===== src/design/pcgl_pkg.sv =====
package pcgl_pkg;

	localparam int NUM_PORTS = 4;
	localparam int NUM_PINS  = 8;
	localparam int CNT_W     = 24;

	// Register offsets (word index on the plain port)
	localparam logic [3:0] ADDR_GLOBAL  = 4'h0;
	localparam logic [3:0] ADDR_PINMODE = 4'h1;
	localparam logic [3:0] ADDR_PORT0   = 4'h4;
	localparam logic [3:0] ADDR_HOLD0   = 4'h8;
	localparam logic [3:0] ADDR_STATUS  = 4'hC;

	// Pin mode codes
	localparam logic [1:0] PM_INPUT = 2'h0;
	localparam logic [1:0] PM_ALARM = 2'h1;
	localparam logic [1:0] PM_LOW   = 2'h2;
	localparam logic [1:0] PM_HIGH  = 2'h3;

	// Global update sources
	localparam logic [1:0] GS_PORT = 2'h0;
	localparam logic [1:0] GS_GLOB = 2'h1;
	localparam logic [1:0] GS_ONE  = 2'h2;
	localparam logic [1:0] GS_PIN  = 2'h3;

	// Global signal pin positions
	localparam int PIN_REFO = 1;
	localparam int PIN_REFI = 3;
	localparam int PIN_TRIG = 5;
	localparam int PIN_UPD  = 7;

	typedef struct packed {
		logic los;
		logic oof;
		logic lof;
		logic ais;
		logic rai;
		logic idle;
	} pcgl_alarm_s;

	typedef struct packed {
		logic analog_loop;
		logic line_loop;
		logic payload_loop;
		logic diagnostic_loop;
	} pcgl_loop_s;

	typedef struct packed {
		logic rx_clk;
		logic rx_pos;
		logic rx_neg;
	} pcgl_rxline_s;

endpackage


===== src/design/pcgl_port_ctrl.sv =====
`timescale 1ns/100ps
// Overview of operation
// - Two pins per port, each able to show one or more alarms.
// - One pin per port may carry a global signal; disabled ports' pins work.
// - Disabled port with alarm pin mode drives its pin low.
// - Reference, trigger and update use internal sources unless the pin is selected.
// - Pin mode 00 input, 01 alarm, 10 drive low, 11 drive high.
// - Four-bit alarm selector picks single or grouped alarm conditions.
// - Error counters saturate at maximum instead of wrapping.
// - Live nonzero bit, latched first-count bit, latched per-event bit.
// - Update copies each counter to its hold register and clears it.
// - Event coincident with clear loads the counter with one.
// - Update request from one-second, pin, port bit or global bit.
// - Done follows hardware update high and low shortly after.
// - Ports not on global update are masked from global done.
// - Error source select chooses local bits or port/global/pin trigger.
// - Three-bit loopback field decodes to analog, line, payload, diagnostic.
// - Analog loopback suppressed while loop-timed mode is set.
// - Analog loopback with line interface off routes tx clock/data to rx.
// - Line loopback sends rx clock out, resamples rx data on it.
// - Optional rx AIS in line loop; no AIS sent with line plus diag.
// - Payload loop reframes rx payload, ignores tx frame start input.
// - Payload loop may force tx data enable and frame start low.
// - Diagnostic loop returns pre-encoding tx data to receive path.
module pcgl_port_ctrl
	import pcgl_pkg::*;
#(
	parameter int PORTS = NUM_PORTS,
	parameter int CW    = CNT_W
) (
	input  wire logic                  clock,            // System clock
	input  wire logic                  rst,              // Sync reset
	input  wire logic [3:0]            addr,             // Register index
	input  wire logic [31:0]           wdata,            // Write data
	input  wire logic                  wr,               // Write strobe
	input  wire logic                  rd,               // Read strobe
	output logic [31:0]                rdata,            // Read data
	input  wire logic [7:0]            pin_in,           // Pin levels
	output logic [7:0]                 pin_out,          // Pin drive
	output logic [7:0]                 pin_oe,           // Pin enable
	input  wire pcgl_alarm_s [3:0]     alarms,           // Per-port alarms
	input  wire logic [3:0]            err_event,        // Count events
	input  wire logic                  one_second,       // 1 s reference
	input  wire logic                  ref8k_core,       // Internal 8 kHz
	output logic                       ref8k_input,      // 8 kHz to core
	output logic [3:0]                 manual_error_trigger, // Insert
	output logic [3:0]                 counter_update_done,  // Per port
	output logic                       global_done,      // Global done
	output pcgl_loop_s [3:0]           loop_mode,        // Decoded loops
	input  wire pcgl_rxline_s [3:0]    rx_line,          // Rx pins
	input  wire logic [3:0]            tx_line_clock,    // Tx clocks
	input  wire logic [3:0]            tx_positive_data, // Tx pos
	input  wire logic [3:0]            tx_negative_data, // Tx neg
	input  wire logic [3:0]            tx_frame_start_in, // Tx SOF in
	input  wire logic [3:0]            tx_den_core,      // Framer enable
	input  wire logic [3:0]            tx_sof_core,      // Framer SOF
	output pcgl_rxline_s [3:0]         rx_to_core,       // Rx to decoder
	output logic [3:0]                 tx_clock_out,     // Tx clock out
	output logic [3:0]                 tx_pos_out,       // Tx pos out
	output logic [3:0]                 tx_neg_out,       // Tx neg out
	output logic [3:0]                 tx_frame_start_out, // Tx SOF out
	output logic [3:0]                 tx_data_enable_out, // Tx DEN out
	output logic [3:0]                 rx_ais_force,     // Rx AIS on
	output logic [3:0]                 tx_ais_block,     // Suppress AIS
	output logic [3:0]                 sof_ignore        // Drop SOF in
);

////////////////////////////////////////////////////////////////////////
	// Global reg: [1:0] update source, [2] global update bit,
	// [3] global trigger, [4] ref out en, [5] ref in sel,
	// [6] pin trigger sel, [7] hw update uses pin.
	// Port reg: [2:0] loop, [3] loop timed, [4] enable, [5] uses global,
	// [6] update bit, [7] trigger bit, [8] src select, [9] local trigger,
	// [10] rx AIS option, [11] PAYLOAD_LOOP output kill, [12] LINE_INTERFACE_UNIT enable,
	// [15:13] spare, [19:16] alarm sel A, [23:20] alarm sel B.
	typedef struct packed {
		logic [7:0]             glob;
		logic [15:0]            pinmode;
		logic [3:0][23:0]       port;
		logic [3:0][CW-1:0]     cnt;
		logic [3:0][CW-1:0]     hold;
		logic [3:0]             live;
		logic [3:0]             first_l;
		logic [3:0]             event_l;
		logic [3:0]             upd_q;
		logic [7:0]             pin_s1;
		logic [7:0]             pin_s2;
		logic [31:0]            rdata;
		logic [7:0]             pout;
		logic [7:0]             poe;
		logic                   refi;
		logic [3:0]             trig;
		logic [3:0]             done;
		logic                   gdone;
		pcgl_loop_s [3:0]       loop;
		pcgl_rxline_s [3:0]     rxc;
		logic [3:0]             rx_d1;
		logic [3:0]             llb_pos;
		logic [3:0]             llb_neg;
		logic [3:0]             tclk;
		logic [3:0]             tpos;
		logic [3:0]             tneg;
		logic [3:0]             tsof;
		logic [3:0]             tden;
		logic [3:0]             rais;
		logic [3:0]             aisb;
		logic [3:0]             sofi;
	} pcgl_state_s;

	pcgl_state_s st_ff;
	pcgl_state_s nxt_st;

	localparam logic [CW-1:0] CNT_MAX = {CW{1'b1}};
	localparam logic [CW-1:0] CNT_ONE = {{(CW-1){1'b0}}, 1'b1};

	function automatic logic alarm_pick(logic [3:0] sel, pcgl_alarm_s a);
		logic r;
		r = 1'b0;
		case (sel)
			4'h0: r = a.los;
			4'h1: r = a.oof;
			4'h2: r = a.lof;
			4'h3: r = a.ais;
			4'h4: r = a.rai;
			4'h5: r = a.idle;
			4'hB, 4'hD: r = a.los | a.lof | a.ais;
			4'hE: r = a.rai | a.idle;
			4'hF: r = |a;
			default: r = 1'b0;
		endcase
		return r;
	endfunction

////////////////////////////////////////////////////////////////////////
	always_comb begin
		logic [23:0] pr;
		logic [1:0]  pm;
		logic        hw_upd;
		logic        glob_sig;
		logic        upd;
		logic        trig_ext;
		logic [3:0]  pin_idx;
		pr       = '0;
		pm       = '0;
		hw_upd   = 1'b0;
		glob_sig = 1'b0;
		upd      = 1'b0;
		trig_ext = 1'b0;
		pin_idx  = '0;
		nxt_st   = st_ff;

		// Pins pass two flops before use
		nxt_st.pin_s1 = pin_in;
		nxt_st.pin_s2 = st_ff.pin_s1;

		// Register writes
		if (wr) begin
			if (addr == ADDR_GLOBAL)
				nxt_st.glob = wdata[7:0];
			if (addr == ADDR_PINMODE)
				nxt_st.pinmode = wdata[15:0];
			for (int p = 0; p < PORTS; p++)
				if (addr == ADDR_PORT0 + 4'(p))
					nxt_st.port[p] = wdata[23:0];
		end

		// Unselected pin sources fall back to ref8k_core, the global trigger bit and one_second
		nxt_st.refi = st_ff.glob[5] ? st_ff.pin_s2[PIN_REFI] : ref8k_core;
		trig_ext = st_ff.glob[6] ? st_ff.pin_s2[PIN_TRIG]
					: st_ff.glob[3];
		hw_upd = st_ff.glob[7] ? st_ff.pin_s2[PIN_UPD] : one_second;

		glob_sig = 1'b0;
		case (st_ff.glob[1:0])
			GS_GLOB: glob_sig = st_ff.glob[2];
			GS_ONE:  glob_sig = hw_upd;
			GS_PIN:  glob_sig = hw_upd;
			default: glob_sig = 1'b0;
		endcase

		nxt_st.gdone = 1'b0;
		for (int p = 0; p < PORTS; p++) begin
			pr = st_ff.port[p];
			// Port update: own bit or shared global source
			upd = pr[5] ? glob_sig : pr[6];
			nxt_st.upd_q[p] = upd;
			// Done tracks the level one cycle later, high and low
			nxt_st.done[p] = upd;
			if (pr[5] && upd)
				nxt_st.gdone = 1'b1;
			// Error insertion source
			nxt_st.trig[p] = pr[8] ? (pr[7] | trig_ext) : pr[9];

			// Counter: update on rising request edge
			if (upd && !st_ff.upd_q[p]) begin
				nxt_st.hold[p] = st_ff.cnt[p];
				nxt_st.cnt[p]  = err_event[p] ? CNT_ONE : '0;
			end else if (err_event[p] && st_ff.cnt[p] != CNT_MAX) begin
				nxt_st.cnt[p] = st_ff.cnt[p] + CNT_ONE;
			end
			nxt_st.live[p] = (nxt_st.cnt[p] != '0);
			if (err_event[p])
				nxt_st.event_l[p] = 1'b1;
			if (!st_ff.live[p] && nxt_st.live[p])
				nxt_st.first_l[p] = 1'b1;

			// Loopback decode, registered for clean switching
			nxt_st.loop[p] = '0;
			case (pr[2:0])
				3'h1: nxt_st.loop[p].analog_loop = !pr[3];
				3'h2: nxt_st.loop[p].line_loop = 1'b1;
				3'h3: nxt_st.loop[p].payload_loop = 1'b1;
				3'h6: begin
					nxt_st.loop[p].line_loop       = 1'b1;
					nxt_st.loop[p].diagnostic_loop = 1'b1;
				end
				3'h4, 3'h5, 3'h7: nxt_st.loop[p].diagnostic_loop = 1'b1;
				default: nxt_st.loop[p] = '0;
			endcase

			// Line loop resamples rx data on the rx clock rising edge
			nxt_st.rx_d1[p] = rx_line[p].rx_clk;
			if (rx_line[p].rx_clk && !st_ff.rx_d1[p]) begin
				nxt_st.llb_pos[p] = rx_line[p].rx_pos;
				nxt_st.llb_neg[p] = rx_line[p].rx_neg;
			end
			nxt_st.rxc[p] = rx_line[p];
			nxt_st.tclk[p] = tx_line_clock[p];
			nxt_st.tpos[p] = tx_positive_data[p];
			nxt_st.tneg[p] = tx_negative_data[p];
			if (st_ff.loop[p].analog_loop && !pr[12]) begin
				nxt_st.rxc[p].rx_clk = tx_line_clock[p];
				nxt_st.rxc[p].rx_pos = tx_positive_data[p];
				nxt_st.rxc[p].rx_neg = tx_negative_data[p];
			end
			if (st_ff.loop[p].line_loop) begin
				nxt_st.tclk[p] = rx_line[p].rx_clk;
				nxt_st.tpos[p] = st_ff.llb_pos[p];
				nxt_st.tneg[p] = st_ff.llb_neg[p];
			end
			nxt_st.rais[p] = pr[10] && (st_ff.loop[p].line_loop
					|| st_ff.loop[p].payload_loop);
			nxt_st.aisb[p] = st_ff.loop[p].line_loop
					&& st_ff.loop[p].diagnostic_loop;
			nxt_st.sofi[p] = st_ff.loop[p].payload_loop;
			nxt_st.tsof[p] = st_ff.loop[p].payload_loop ? tx_sof_core[p]
					: tx_frame_start_in[p];
			nxt_st.tden[p] = tx_den_core[p];
			if (st_ff.loop[p].payload_loop && pr[11]) begin
				nxt_st.tsof[p] = 1'b0;
				nxt_st.tden[p] = 1'b0;
			end
		end

		// Pins: two per port, index 2p is A and 2p+1 is B
		for (int i = 0; i < NUM_PINS; i++) begin
			pr = st_ff.port[i / 2];
			pm = st_ff.pinmode[2*i +: 2];
			nxt_st.poe[i]  = 1'b0;
			nxt_st.pout[i] = 1'b0;
			case (pm)
				PM_ALARM: begin
					nxt_st.poe[i] = 1'b1;
					// Disabled port drives low
					nxt_st.pout[i] = pr[4] && alarm_pick(
						(i % 2 == 0) ? pr[19:16] : pr[23:20],
						alarms[i / 2]);
				end
				PM_LOW: nxt_st.poe[i] = 1'b1;
				PM_HIGH: begin
					nxt_st.poe[i]  = 1'b1;
					nxt_st.pout[i] = 1'b1;
				end
				default: nxt_st.poe[i] = 1'b0;
			endcase
		end
		// Global pins override the mode code, enabled or not
		if (st_ff.glob[4]) begin
			nxt_st.poe[PIN_REFO]  = 1'b1;
			nxt_st.pout[PIN_REFO] = ref8k_core;
		end
		if (st_ff.glob[5])
			nxt_st.poe[PIN_REFI] = 1'b0;
		if (st_ff.glob[6])
			nxt_st.poe[PIN_TRIG] = 1'b0;
		if (st_ff.glob[7])
			nxt_st.poe[PIN_UPD] = 1'b0;

		// Read path, data one cycle after strobe
		nxt_st.rdata = '0;
		if (rd) begin
			if (addr == ADDR_GLOBAL)
				nxt_st.rdata = {24'h000000, st_ff.glob};
			if (addr == ADDR_PINMODE)
				nxt_st.rdata = {16'h0000, st_ff.pinmode};
			if (addr == ADDR_STATUS)
				nxt_st.rdata = {15'h0000, st_ff.gdone, st_ff.done,
					st_ff.event_l, st_ff.first_l, st_ff.live};
			for (int p = 0; p < PORTS; p++) begin
				if (addr == ADDR_PORT0 + 4'(p))
					nxt_st.rdata = {8'h00, st_ff.port[p]};
				if (addr == ADDR_HOLD0 + 4'(p))
					nxt_st.rdata = 32'(st_ff.hold[p]);
			end
			// Reading status clears latched bits; new events win
			if (addr == ADDR_STATUS) begin
				nxt_st.event_l = err_event;
				nxt_st.first_l = ~st_ff.live & nxt_st.live;
			end
		end
	end

////////////////////////////////////////////////////////////////////////
	always_ff @(posedge clock) begin
		if (rst)
			st_ff <= '0;
		else
			st_ff <= nxt_st;
	end

	assign rdata                = st_ff.rdata;
	assign pin_out              = st_ff.pout;
	assign pin_oe               = st_ff.poe;
	assign ref8k_input          = st_ff.refi;
	assign manual_error_trigger = st_ff.trig;
	assign counter_update_done  = st_ff.done;
	assign global_done          = st_ff.gdone;
	assign loop_mode            = st_ff.loop;
	assign rx_to_core           = st_ff.rxc;
	assign tx_clock_out         = st_ff.tclk;
	assign tx_pos_out           = st_ff.tpos;
	assign tx_neg_out           = st_ff.tneg;
	assign tx_frame_start_out   = st_ff.tsof;
	assign tx_data_enable_out   = st_ff.tden;
	assign rx_ais_force         = st_ff.rais;
	assign tx_ais_block         = st_ff.aisb;
	assign sof_ignore           = st_ff.sofi;

endmodule


===== config.mk =====
export PLATFORM = sky130hd
export DESIGN_NAME = pcgl_port_ctrl
export DESIGN_NICKNAME = d
export VERILOG_FILES = /design/src/design/pcgl_pkg.sv /design/src/design/pcgl_port_ctrl.sv
export SDC_FILE = /design/constraint.sdc
export NUM_CORES = 1
export LEC_CHECK = 0
export ABC_AREA = 1
export BUFFER_PORTS_ARGS = -buffer_cell sky130_fd_sc_hd__buf_4
export CORE_MARGIN = 2
export CORE_UTILIZATION = 59
export DETAILED_ROUTE_END_ITERATION = 6
export PLACE_DENSITY = 0.87
export SLEW_MARGIN = 15
export SYNTH_ARGS = -nofsm -noshare
export SYNTH_HDL_FRONTEND = slang
export SYNTH_SLANG_ARGS = --single-unit

===== constraint.sdc =====
create_clock -name clock -period 2.93 [get_ports clock]
set_input_delay 0.293 -clock clock [delete_from_list [all_inputs] [get_ports clock]]
set_output_delay 0.293 -clock clock [all_outputs]
set_load 0.03 [all_outputs]

==> out/results.env, run 1 <==
RUN_STATUS='finished, final reports clean'
HOLDCRITSTARTPOINT='wdata[8]'
SYNTH_COMPOUND_GATE_AREA_SHARE_PCT=15.91
FIRST_GLOBAL_VIAS=19975
REG2REG_FROM='st_ff[473]'
WORSTPATHARRIVAL_PS=3210
FINAL-HOLD-VIOLATION-COUNT=0
POST_SYNTH.CELL_AREA_AVG_UM2=6.737
NUM-FILL-CELLS=3114
DESIGN.PORTCOUNT=232
CTS_TREE='done'
WORST_SLACK_PS=220.3
DIE_H_UM=198.2
OVERALL_DIE_WIDTH_UM=198.2
GRT_FIRST_PASS_WIRELENGTH_UM=108100
FINAL_PERIOD_UTIL_PCT=92.48
SYN-INSTANCE-COUNT=3304
DOMINANT_COMBINATIONAL_CELL_FAMILY_BY_AREA_AFTER_SYNTHESIS='simple AND/OR/NAND/NOR gates'
POWER-PER-CELL-AREA_nW_PER_UM2=544.0
WIRELENGTH_UM=70890
WORST-ENDPOINT-REQUIRED_PS=3440
PERIOD_NEEDED_PS=2710
FIN_SKEW_PS=21.06
SYNTH-XOR-AREA-SHARE_PCT=1.141
CTS.HTREE.LEVELS=2
PLACE_HPWL_UM=49900
SYNTH_SIMPLE_GATE_AREA_SHARE_PCT=29.76
FF2FF_SETUP_SLACK_PS=220
POST-ROUTE-DRC-COUNT=0
LAYOUT_COMMONEST_CELL='sky130_fd_sc_hd__nand2_1'
FRACTION_OF_FINAL_LAYOUT_CELLS_SIZED_BEYOND_DRIVE_STRENGTH_1_PCT=11.14
IO_BUFFERS=210
PRECTSSETUPSLACK_PS=308.9
WORSTSETUPPATHTYPE='flip-flop to flip-flop'
SETUP.WORST_PATH.END_CLASS='flip-flop'
POWER_LEAKAGE_nW=10.59
SETUP_VIOL=0
CORE_AREA_UM2=37400
CTS-BUFFERS-INSERTED=47
MULTI_INPUT_AREA_UM2=10510
CLOCK_LATENCY_PS=590
CAP_VIOL_MAX_COUNT=0
CRITICAL-PATH-TOP-CELL-BY-COUNT='sky130_fd_sc_hd__nand3_1'
TIMING.CRITICAL_PATH.MAX_DELAY_FAMILY='buffers and inverters'
PATH_MAX_FANOUT=43
DETAILEDROUTE.FIRSTPASSITERATIONCOUNT=7
DIE_AREA_UM2=39300
PROPORTION_OF_SYNTHESIZED_CHIP_AREA_IN_SEQUENTIAL_CELLS_PCT=40.65
FINAL_CELL_MIX='807 x sky130_fd_sc_hd__nand2_1, 452 x sky130_fd_sc_hd__dfxtp_1, 418 x sky130_fd_sc_hd__nor2_1, 326 x sky130_fd_sc_hd__inv_1, 298 x sky130_fd_sc_hd__o21ai_0'
WORSTSETUPSTARTPOINTTYPE='flip-flop'
SLOWEST_STAGE='sky130_fd_sc_hd__inv_1'
NUMBER_OF_ENABLE_FLIP_FLOP_CELLS_AFTER_SYNTHESIS=0
INITIALDRTVIOLATIONCOUNT=2798
ROUTE.VIAS.TOTAL=22525
GRT_MAX_DEGREE=176
CLOCK_PATH_BUFFERS=3
FIN_NETS=3510
SYNTH-SEQ-CELLS=452
SYNTH.YOSYS.WARNINGS=0
YS_DOMINANT_REG_CELL='sky130_fd_sc_hd__dfxtp_1'
ANTENNA_FOUND_INITIAL=1
IR_DROP_mV=0.3470
MUXSHAREOFSYNTHAREA_PCT=0
END_POINT_OF_THE_MOST_CRITICAL_HOLD_PATH='st_ff[386]'
CLOCK-SINKS=452
TIMING.HOLD.WORST.CLASS='input pin to flip-flop'
GP_CONGESTION=0.9838
AREA_GROWTH_PCT=13.76
FINALPOWER_W=0.01378
ROUTE.DETAILED.WL_PER_INST_UM=17.99
FF_LATCH_AREA_UM2=9049
WORST_SLEW_PIN_SLEW_PS=1099
POST_SYNTH_INSTANCE_AREA_UM2=22260
FMAXACHIEVABLE_GHz=0.3690
HOLD-PATH-CELL-COUNT=3
CRITICAL_PATH.CELL_CHAIN='inv_1 > nand2_1 > nand3_1 > nand3_1 > nand3_1 > inv_1 > o21ai_0 > a21oi_1'
YOSYSUNIQUECELLTYPES=48
SETUP_REPAIR_AFTER_GLOBAL_ROUTING_MISSED_ITS_MARGIN='false'
PLACEMENT_ROWS=71
WORST_SLEW_MARGIN_REL_PCT=26.62
WORST_R2R_ENDPOINT='st_ff[213]'
TNS_PS=0
GRT_OVERFLOW=0
CLK_TRANSITION_REPORTED_PATHS_PS=70
ANTENNA_CELLS=0
ANT_NETS=0
CTS_ROOT_BUF='sky130_fd_sc_hd__clkbuf_16'
WORST_PATH_LARGEST_CELL_DELAY_PS=930
RR_WORST_DEPTH=8
ASYNCSETRESETFLOPFRACSYNTH_PCT=0
DETAIL_ROUTE.VIAS_PER_CELL=5.717
TIMING.CRITICAL_PATH.BUF_INV=2
SYNTH_FA_HA_AREA_SHARE_PCT=0.2248
GLOBAL_ROUTE.USAGE.TOTAL_PCT=35.33
INITIAL_UTILIZATION_PCT=59.52
TIMING_MAX_TRANSITION_VIOLATIONS_FINAL=0
==> timing repair <==
| action | in CTS | in global routing |
|---|---|---|
| setup endpoints to repair | 0 | 0 |
| setup buffers | 0 | 0 |
| gates resized for setup | 0 | 0 |
| endpoints found under the hold margin | 43 | 0 |
| hold buffers | 43 | 0 |
==> cell families after synthesis <==
family / Yosys count
other: 1
buffers and inverters: 588
flip-flops: 452
adder cells (fa/ha/maj): 4
XOR/XNOR: 29
AO/OA/AOI/OAI: 663
AND/OR/NAND/NOR: 1567
==> worst min-delay path, stage by stage <==
cell,delay (ps)
sky130_fd_sc_hd__buf_4,140
sky130_fd_sc_hd__nand3_1,80
sky130_fd_sc_hd__a21oi_1,60
==> power by group <==
| group | leakage (nW) | internal, W | switching [W] |
|---|---|---|---|
| registers | 3.67 | 0.00633 | 0.000132 |
| logic | 6.16 | 0.000399 | 0.000788 |
| clock network | 0.754 | 0.00354 | 0.00258 |
==> worst max-delay path by stage <==
stage                     cells after the start  slack, ps       start          to
after floorplan                              17        800  st_ff[258]  st_ff[154]
after global placement                       15        380  st_ff[306]  st_ff[156]
after detailed placement                     15        310  st_ff[306]  st_ff[156]
after CTS                                    15        300  st_ff[306]  st_ff[156]
after global routing                         15         10  st_ff[306]  st_ff[156]
final                                         8        220  st_ff[473]  st_ff[213]
==> through the flow <==
step,util (%),area [µm²],instances,hold slack [ps]
floorplan,-,22290,3311,388.3
global placement,62.34,23310,3811,394.3
detailed placement,62.34,23310,3811,392.5
CTS,67.71,25320,3940,7.450
global route,67.71,25320,3940,37.33
finish,67.71,25320,3940,21.22
==> cells in the mapped netlist, types with 2 or more instances <==
cell type	instances	area share [%]
sky130_fd_sc_hd__nand2_2	14	0.39
sky130_fd_sc_hd__nor3_1	38	0.85
sky130_fd_sc_hd__buf_2	12	0.27
sky130_fd_sc_hd__a21oi_1	267	6.0
sky130_fd_sc_hd__clkinv_1	3	0.051
sky130_fd_sc_hd__nand3_2	6	0.27
sky130_fd_sc_hd__nor2_4	8	0.40
sky130_fd_sc_hd__a221oi_1	2	0.079
sky130_fd_sc_hd__o31ai_1	5	0.17
sky130_fd_sc_hd__nand4_1	63	1.8
sky130_fd_sc_hd__o21ai_0	298	6.7
sky130_fd_sc_hd__xor2_1	27	1.1
sky130_fd_sc_hd__o22ai_1	18	0.51
sky130_fd_sc_hd__o21bai_1	2	0.067
sky130_fd_sc_hd__ha_1	4	0.22
sky130_fd_sc_hd__nor2_8	2	0.18
sky130_fd_sc_hd__inv_1	326	5.5
sky130_fd_sc_hd__o2111ai_1	15	0.59
sky130_fd_sc_hd__xnor2_1	2	0.079
sky130_fd_sc_hd__buf_4	117	3.9
sky130_fd_sc_hd__nand2_1	807	14
sky130_fd_sc_hd__dfxtp_1	452	41
sky130_fd_sc_hd__a31oi_1	7	0.20
sky130_fd_sc_hd__o211ai_1	16	0.54
sky130_fd_sc_hd__nand3_1	174	3.9
sky130_fd_sc_hd__buf_6	8	0.40
sky130_fd_sc_hd__nand2_4	6	0.30
sky130_fd_sc_hd__a211oi_1	10	0.34
sky130_fd_sc_hd__nand3b_1	15	0.51
sky130_fd_sc_hd__a21oi_2	2	0.079
sky130_fd_sc_hd__o21ai_1	14	0.31
sky130_fd_sc_hd__inv_2	4	0.067
sky130_fd_sc_hd__clkbuf_1	109	1.8
sky130_fd_sc_hd__buf_1	8	0.13
sky130_fd_sc_hd__nor2_2	12	0.34
sky130_fd_sc_hd__nor2_1	419	7.1
==> cell type report <==
cell class	count	share of cell area, %
inverter	333	4.956
tap	511	2.525
clock inverter	21	0.8351
timing repair buffer	287	9.047
clock buffer	65	5.396
sequential	452	35.73
multi-input combinational	2271	41.51
==> routing by layer <==
layer	routed length [µm]	up-vias	track usage, %
met5	0	-	0
met4	4329	0	20.25
met3	8482	244	8.210
met2	30120	1380	54.14
met1	27960	10149	45.68
li1	-	10752	-
==> registers in the layout (all words and copies together), names as in the netlist <==
register and flops:
ref8k_input 1, st_ff 339, tx_pos_out 4, global_done 1, pin_oe 8, nxt_st 3, tx_clock_out 4, loop_mode 16
tx_ais_block 4, tx_data_enable_out 4, tx_neg_out 4, rx_to_core 12, rx_ais_force 4, counter_update_done 4, sof_ignore 4, manual_error_trigger 4
pin_out 8, tx_frame_start_out 4, rdata 24
Note: power is estimated with default switching activity, not from simulation.
==> run 2: changes to the inputs <==
--- a/config.mk
+++ b/config.mk
@@ -7,10 +7,13 @@
 export LEC_CHECK = 0
 export ABC_AREA = 1
 export BUFFER_PORTS_ARGS = -buffer_cell sky130_fd_sc_hd__buf_4
+export CELL_PAD_IN_SITES_DETAIL_PLACEMENT = 1
+export CELL_PAD_IN_SITES_GLOBAL_PLACEMENT = 1
 export CORE_MARGIN = 2
-export CORE_UTILIZATION = 59
+export CORE_UTILIZATION = 42
 export DETAILED_ROUTE_END_ITERATION = 6
 export PLACE_DENSITY = 0.87
+export RECOVER_POWER = 50
 export SLEW_MARGIN = 15
 export SYNTH_ARGS = -nofsm -noshare
 export SYNTH_HDL_FRONTEND = slang
==> run 2 against run 1 <==
  * Register-to-register slack barely moved
  * Clock-buffer cell count is 5 lower
  * Sequential power barely moved
  * Sequential cell count unchanged
  * Largest power group unchanged
  * Core utilization shrank 19 points
==> out/results.env, run 2 (synthesis results as in run 1) <==
RUN_STATUS='finished, final reports clean'
FIN_SKEW_PS=25.04
CLOCK-SINKS=452
FINAL-HOLD-VIOLATION-COUNT=0
SETUP_VIOL=0
TIMING_MAX_TRANSITION_VIOLATIONS_FINAL=0
FIRST_GLOBAL_VIAS=22480
CTS_ROOT_BUF='sky130_fd_sc_hd__clkbuf_16'
TIMING.CRITICAL_PATH.MAX_DELAY_FAMILY='simple AND/OR/NAND/NOR gates'
POSTCTSRESIZEDCELLS=0
ANTENNA_FOUND_INITIAL=3
FIN_NETS=3528
INITIAL_UTILIZATION_PCT=42.44
CTS_TREE='done'
GRT.BUSIEST_LAYER='met2'
SETUP.WORST_PATH.END_CLASS='flip-flop'
CRITICAL-PATH-TOP-CELL-BY-COUNT='sky130_fd_sc_hd__nand2_1'
CTS-BUFFERS-INSERTED=49
CAP_VIOL_MAX_COUNT=0
GP_CONGESTION=0.9144
POWER_LEAKAGE_nW=10.26
INITIALDRTVIOLATIONCOUNT=1853
ROUTE.DETAILED.WL_PER_INST_UM=20.44
SETUP_REPAIR_AFTER_GLOBAL_ROUTING_MISSED_ITS_MARGIN='false'
DETAILEDROUTE.FIRSTPASSITERATIONCOUNT=5
PERIOD_NEEDED_PS=2698
CLK_TRANSITION_REPORTED_PATHS_PS=60
WORST_SLEW_PIN_SLEW_PS=1181
ANT_NETS=0
FMAXACHIEVABLE_GHz=0.3706
OVERALL_DIE_WIDTH_UM=234.2
WORST-ENDPOINT-REQUIRED_PS=3420
FINAL_PERIOD_UTIL_PCT=92.09
POST-ROUTE-DRC-COUNT=0
GROUTE.LAYER.MET2.USAGE_PCT=49.63
SLOWEST_STAGE='sky130_fd_sc_hd__dfxtp_1'
TNS_PS=0
TOP_REGISTER='st_ff'
GRT_MAX_DEGREE=124
MAX_FFS_PER_REGISTER=339
TIMING.CRITICAL_PATH.BUF_INV=2
FINAL_CORE_UTILIZATION_PCT=48.33
LAYOUT_COMMONEST_CELL='sky130_fd_sc_hd__nand2_1'
DETAIL_ROUTE.VIAS_PER_CELL=5.515
WORST_SLEW_MARGIN_REL_PCT=21.28
DIE_H_UM=234.2
POWER-PER-CELL-AREA_nW_PER_UM2=557.4
PLACE_HPWL_UM=60550
CLOCK_LATENCY_PS=610
DIE_AREA_UM2=54850
GRT_OVERFLOW=0
DESIGN.PORTCOUNT=232
IR_DROP_mV=0.5013
GRTUSAGEMET3_PCT=4.353
CLOCK_PATH_BUFFERS=3
ROUTE.VIAS.TOTAL=22810
WORST_PATH_LARGEST_CELL_DELAY_PS=490
GLOBAL_ROUTE.USAGE.TOTAL_PCT=30.19
IO_BUFFERS=210
TIMING.HOLD.WORST.CLASS='input pin to flip-flop'
WORSTSETUPPATHTYPE='flip-flop to flip-flop'
ANTENNA_CELLS=0
CRITICAL_PATH.CELL_CHAIN='ha_1 > inv_1 > nor2_4 > nand2_2 > nor2_4 > a21oi_2 > buf_4 > nand2_1 > nand2_1 > nand2_1 > nand2_1 > nor2_1 > nand2_1 > nor2_2 > nand2_1 > nand3_1 > nand2_1'
FINAL_CELL_MIX='807 x sky130_fd_sc_hd__nand2_1, 452 x sky130_fd_sc_hd__dfxtp_1, 417 x sky130_fd_sc_hd__nor2_1, 326 x sky130_fd_sc_hd__inv_1, 298 x sky130_fd_sc_hd__o21ai_0'
CORE_AREA_UM2=52450
CTS.HTREE.LEVELS=2
FRACTION_OF_FINAL_LAYOUT_CELLS_SIZED_BEYOND_DRIVE_STRENGTH_1_PCT=8.614
AREA_GROWTH_PCT=13.88
WIRELENGTH_UM=84540
POST-CTS-SETUP-BUFFERS=0
PATH_MAX_FANOUT=14
WORSTPATHARRIVAL_PS=3190
GRT.MET1_USAGE_PCT=38.87
GRT_FIRST_PASS_WIRELENGTH_UM=129000
WORSTSETUPSTARTPOINTTYPE='flip-flop'
PLACEMENT_ROWS=84
==> run 2: area by class of cell <==
| type | instances | area, µm² |
|---|---|---|
| timing repair buffer | 303 | 2021 |
| clock inverter | 29 | 311.5 |
| fill | 6848 | 27100 |
| sequential | 452 | 9049 |
| tap | 688 | 860.8 |
| inverter | 333 | 1255 |
| clock buffer | 60 | 1339 |
| multi-input combinational | 2271 | 10510 |
==> run 2: routing by layer <==
metal	part of all wire, %	vias up
met5	0.015	-
li1	-	10779
met1	43	11034
met3	6.5	208
met4	5.0	2
met2	46	787
==> run 2: report_power, final <==
| part | switching [W] | internal [W] |
|---|---|---|
| Sequential | 0.000140 | 0.00633 |
| Clock | 0.00280 | 0.00364 |
| Combinational | 0.000836 | 0.000378 |
==> run 2: stage by stage <==
stage          instance area [µm²]  power [W]  instances  setup slack [ps]  hold WS (ps)
6_report                     25350    0.01413       4136             231.9         25.42
5_1_grt                      25350    0.01455       4136             10.83         27.89
4_1_cts                      25760    0.01417       4136             240.2         6.718
3_3_place_gp                 23690   0.007717       4005             394.5         397.8
2_1_floorplan                22290   0.007292       3311             799.6         388.3
3_5_place_dp                 23690   0.007759       4005             297.3         401.0
==> run 2: worst min-delay path, cell delays in order <==
cell and delay (ps):
sky130_fd_sc_hd__buf_4 150, sky130_fd_sc_hd__nand3_1 80, sky130_fd_sc_hd__a21oi_1 60
==> run 2: path summary, 6_finish.rpt <==
check | from | end | slack, ps | depth (start not counted)
setup / recovery | st_ff[330] | st_ff[157] | 230 | 17
hold / removal | wdata[9] | st_ff[387] | 30 | 3
setup reg to reg | st_ff[330] | st_ff[157] | 230 | 17
hold reg to reg | nxt_st[137] | st_ff[137] | 410 | 2
==> run 2: what timing repair did <==
action                                  CTS  global route
endpoints found under the setup margin    0             0
endpoints found under the hold margin    53             0
hold buffers                             42             0
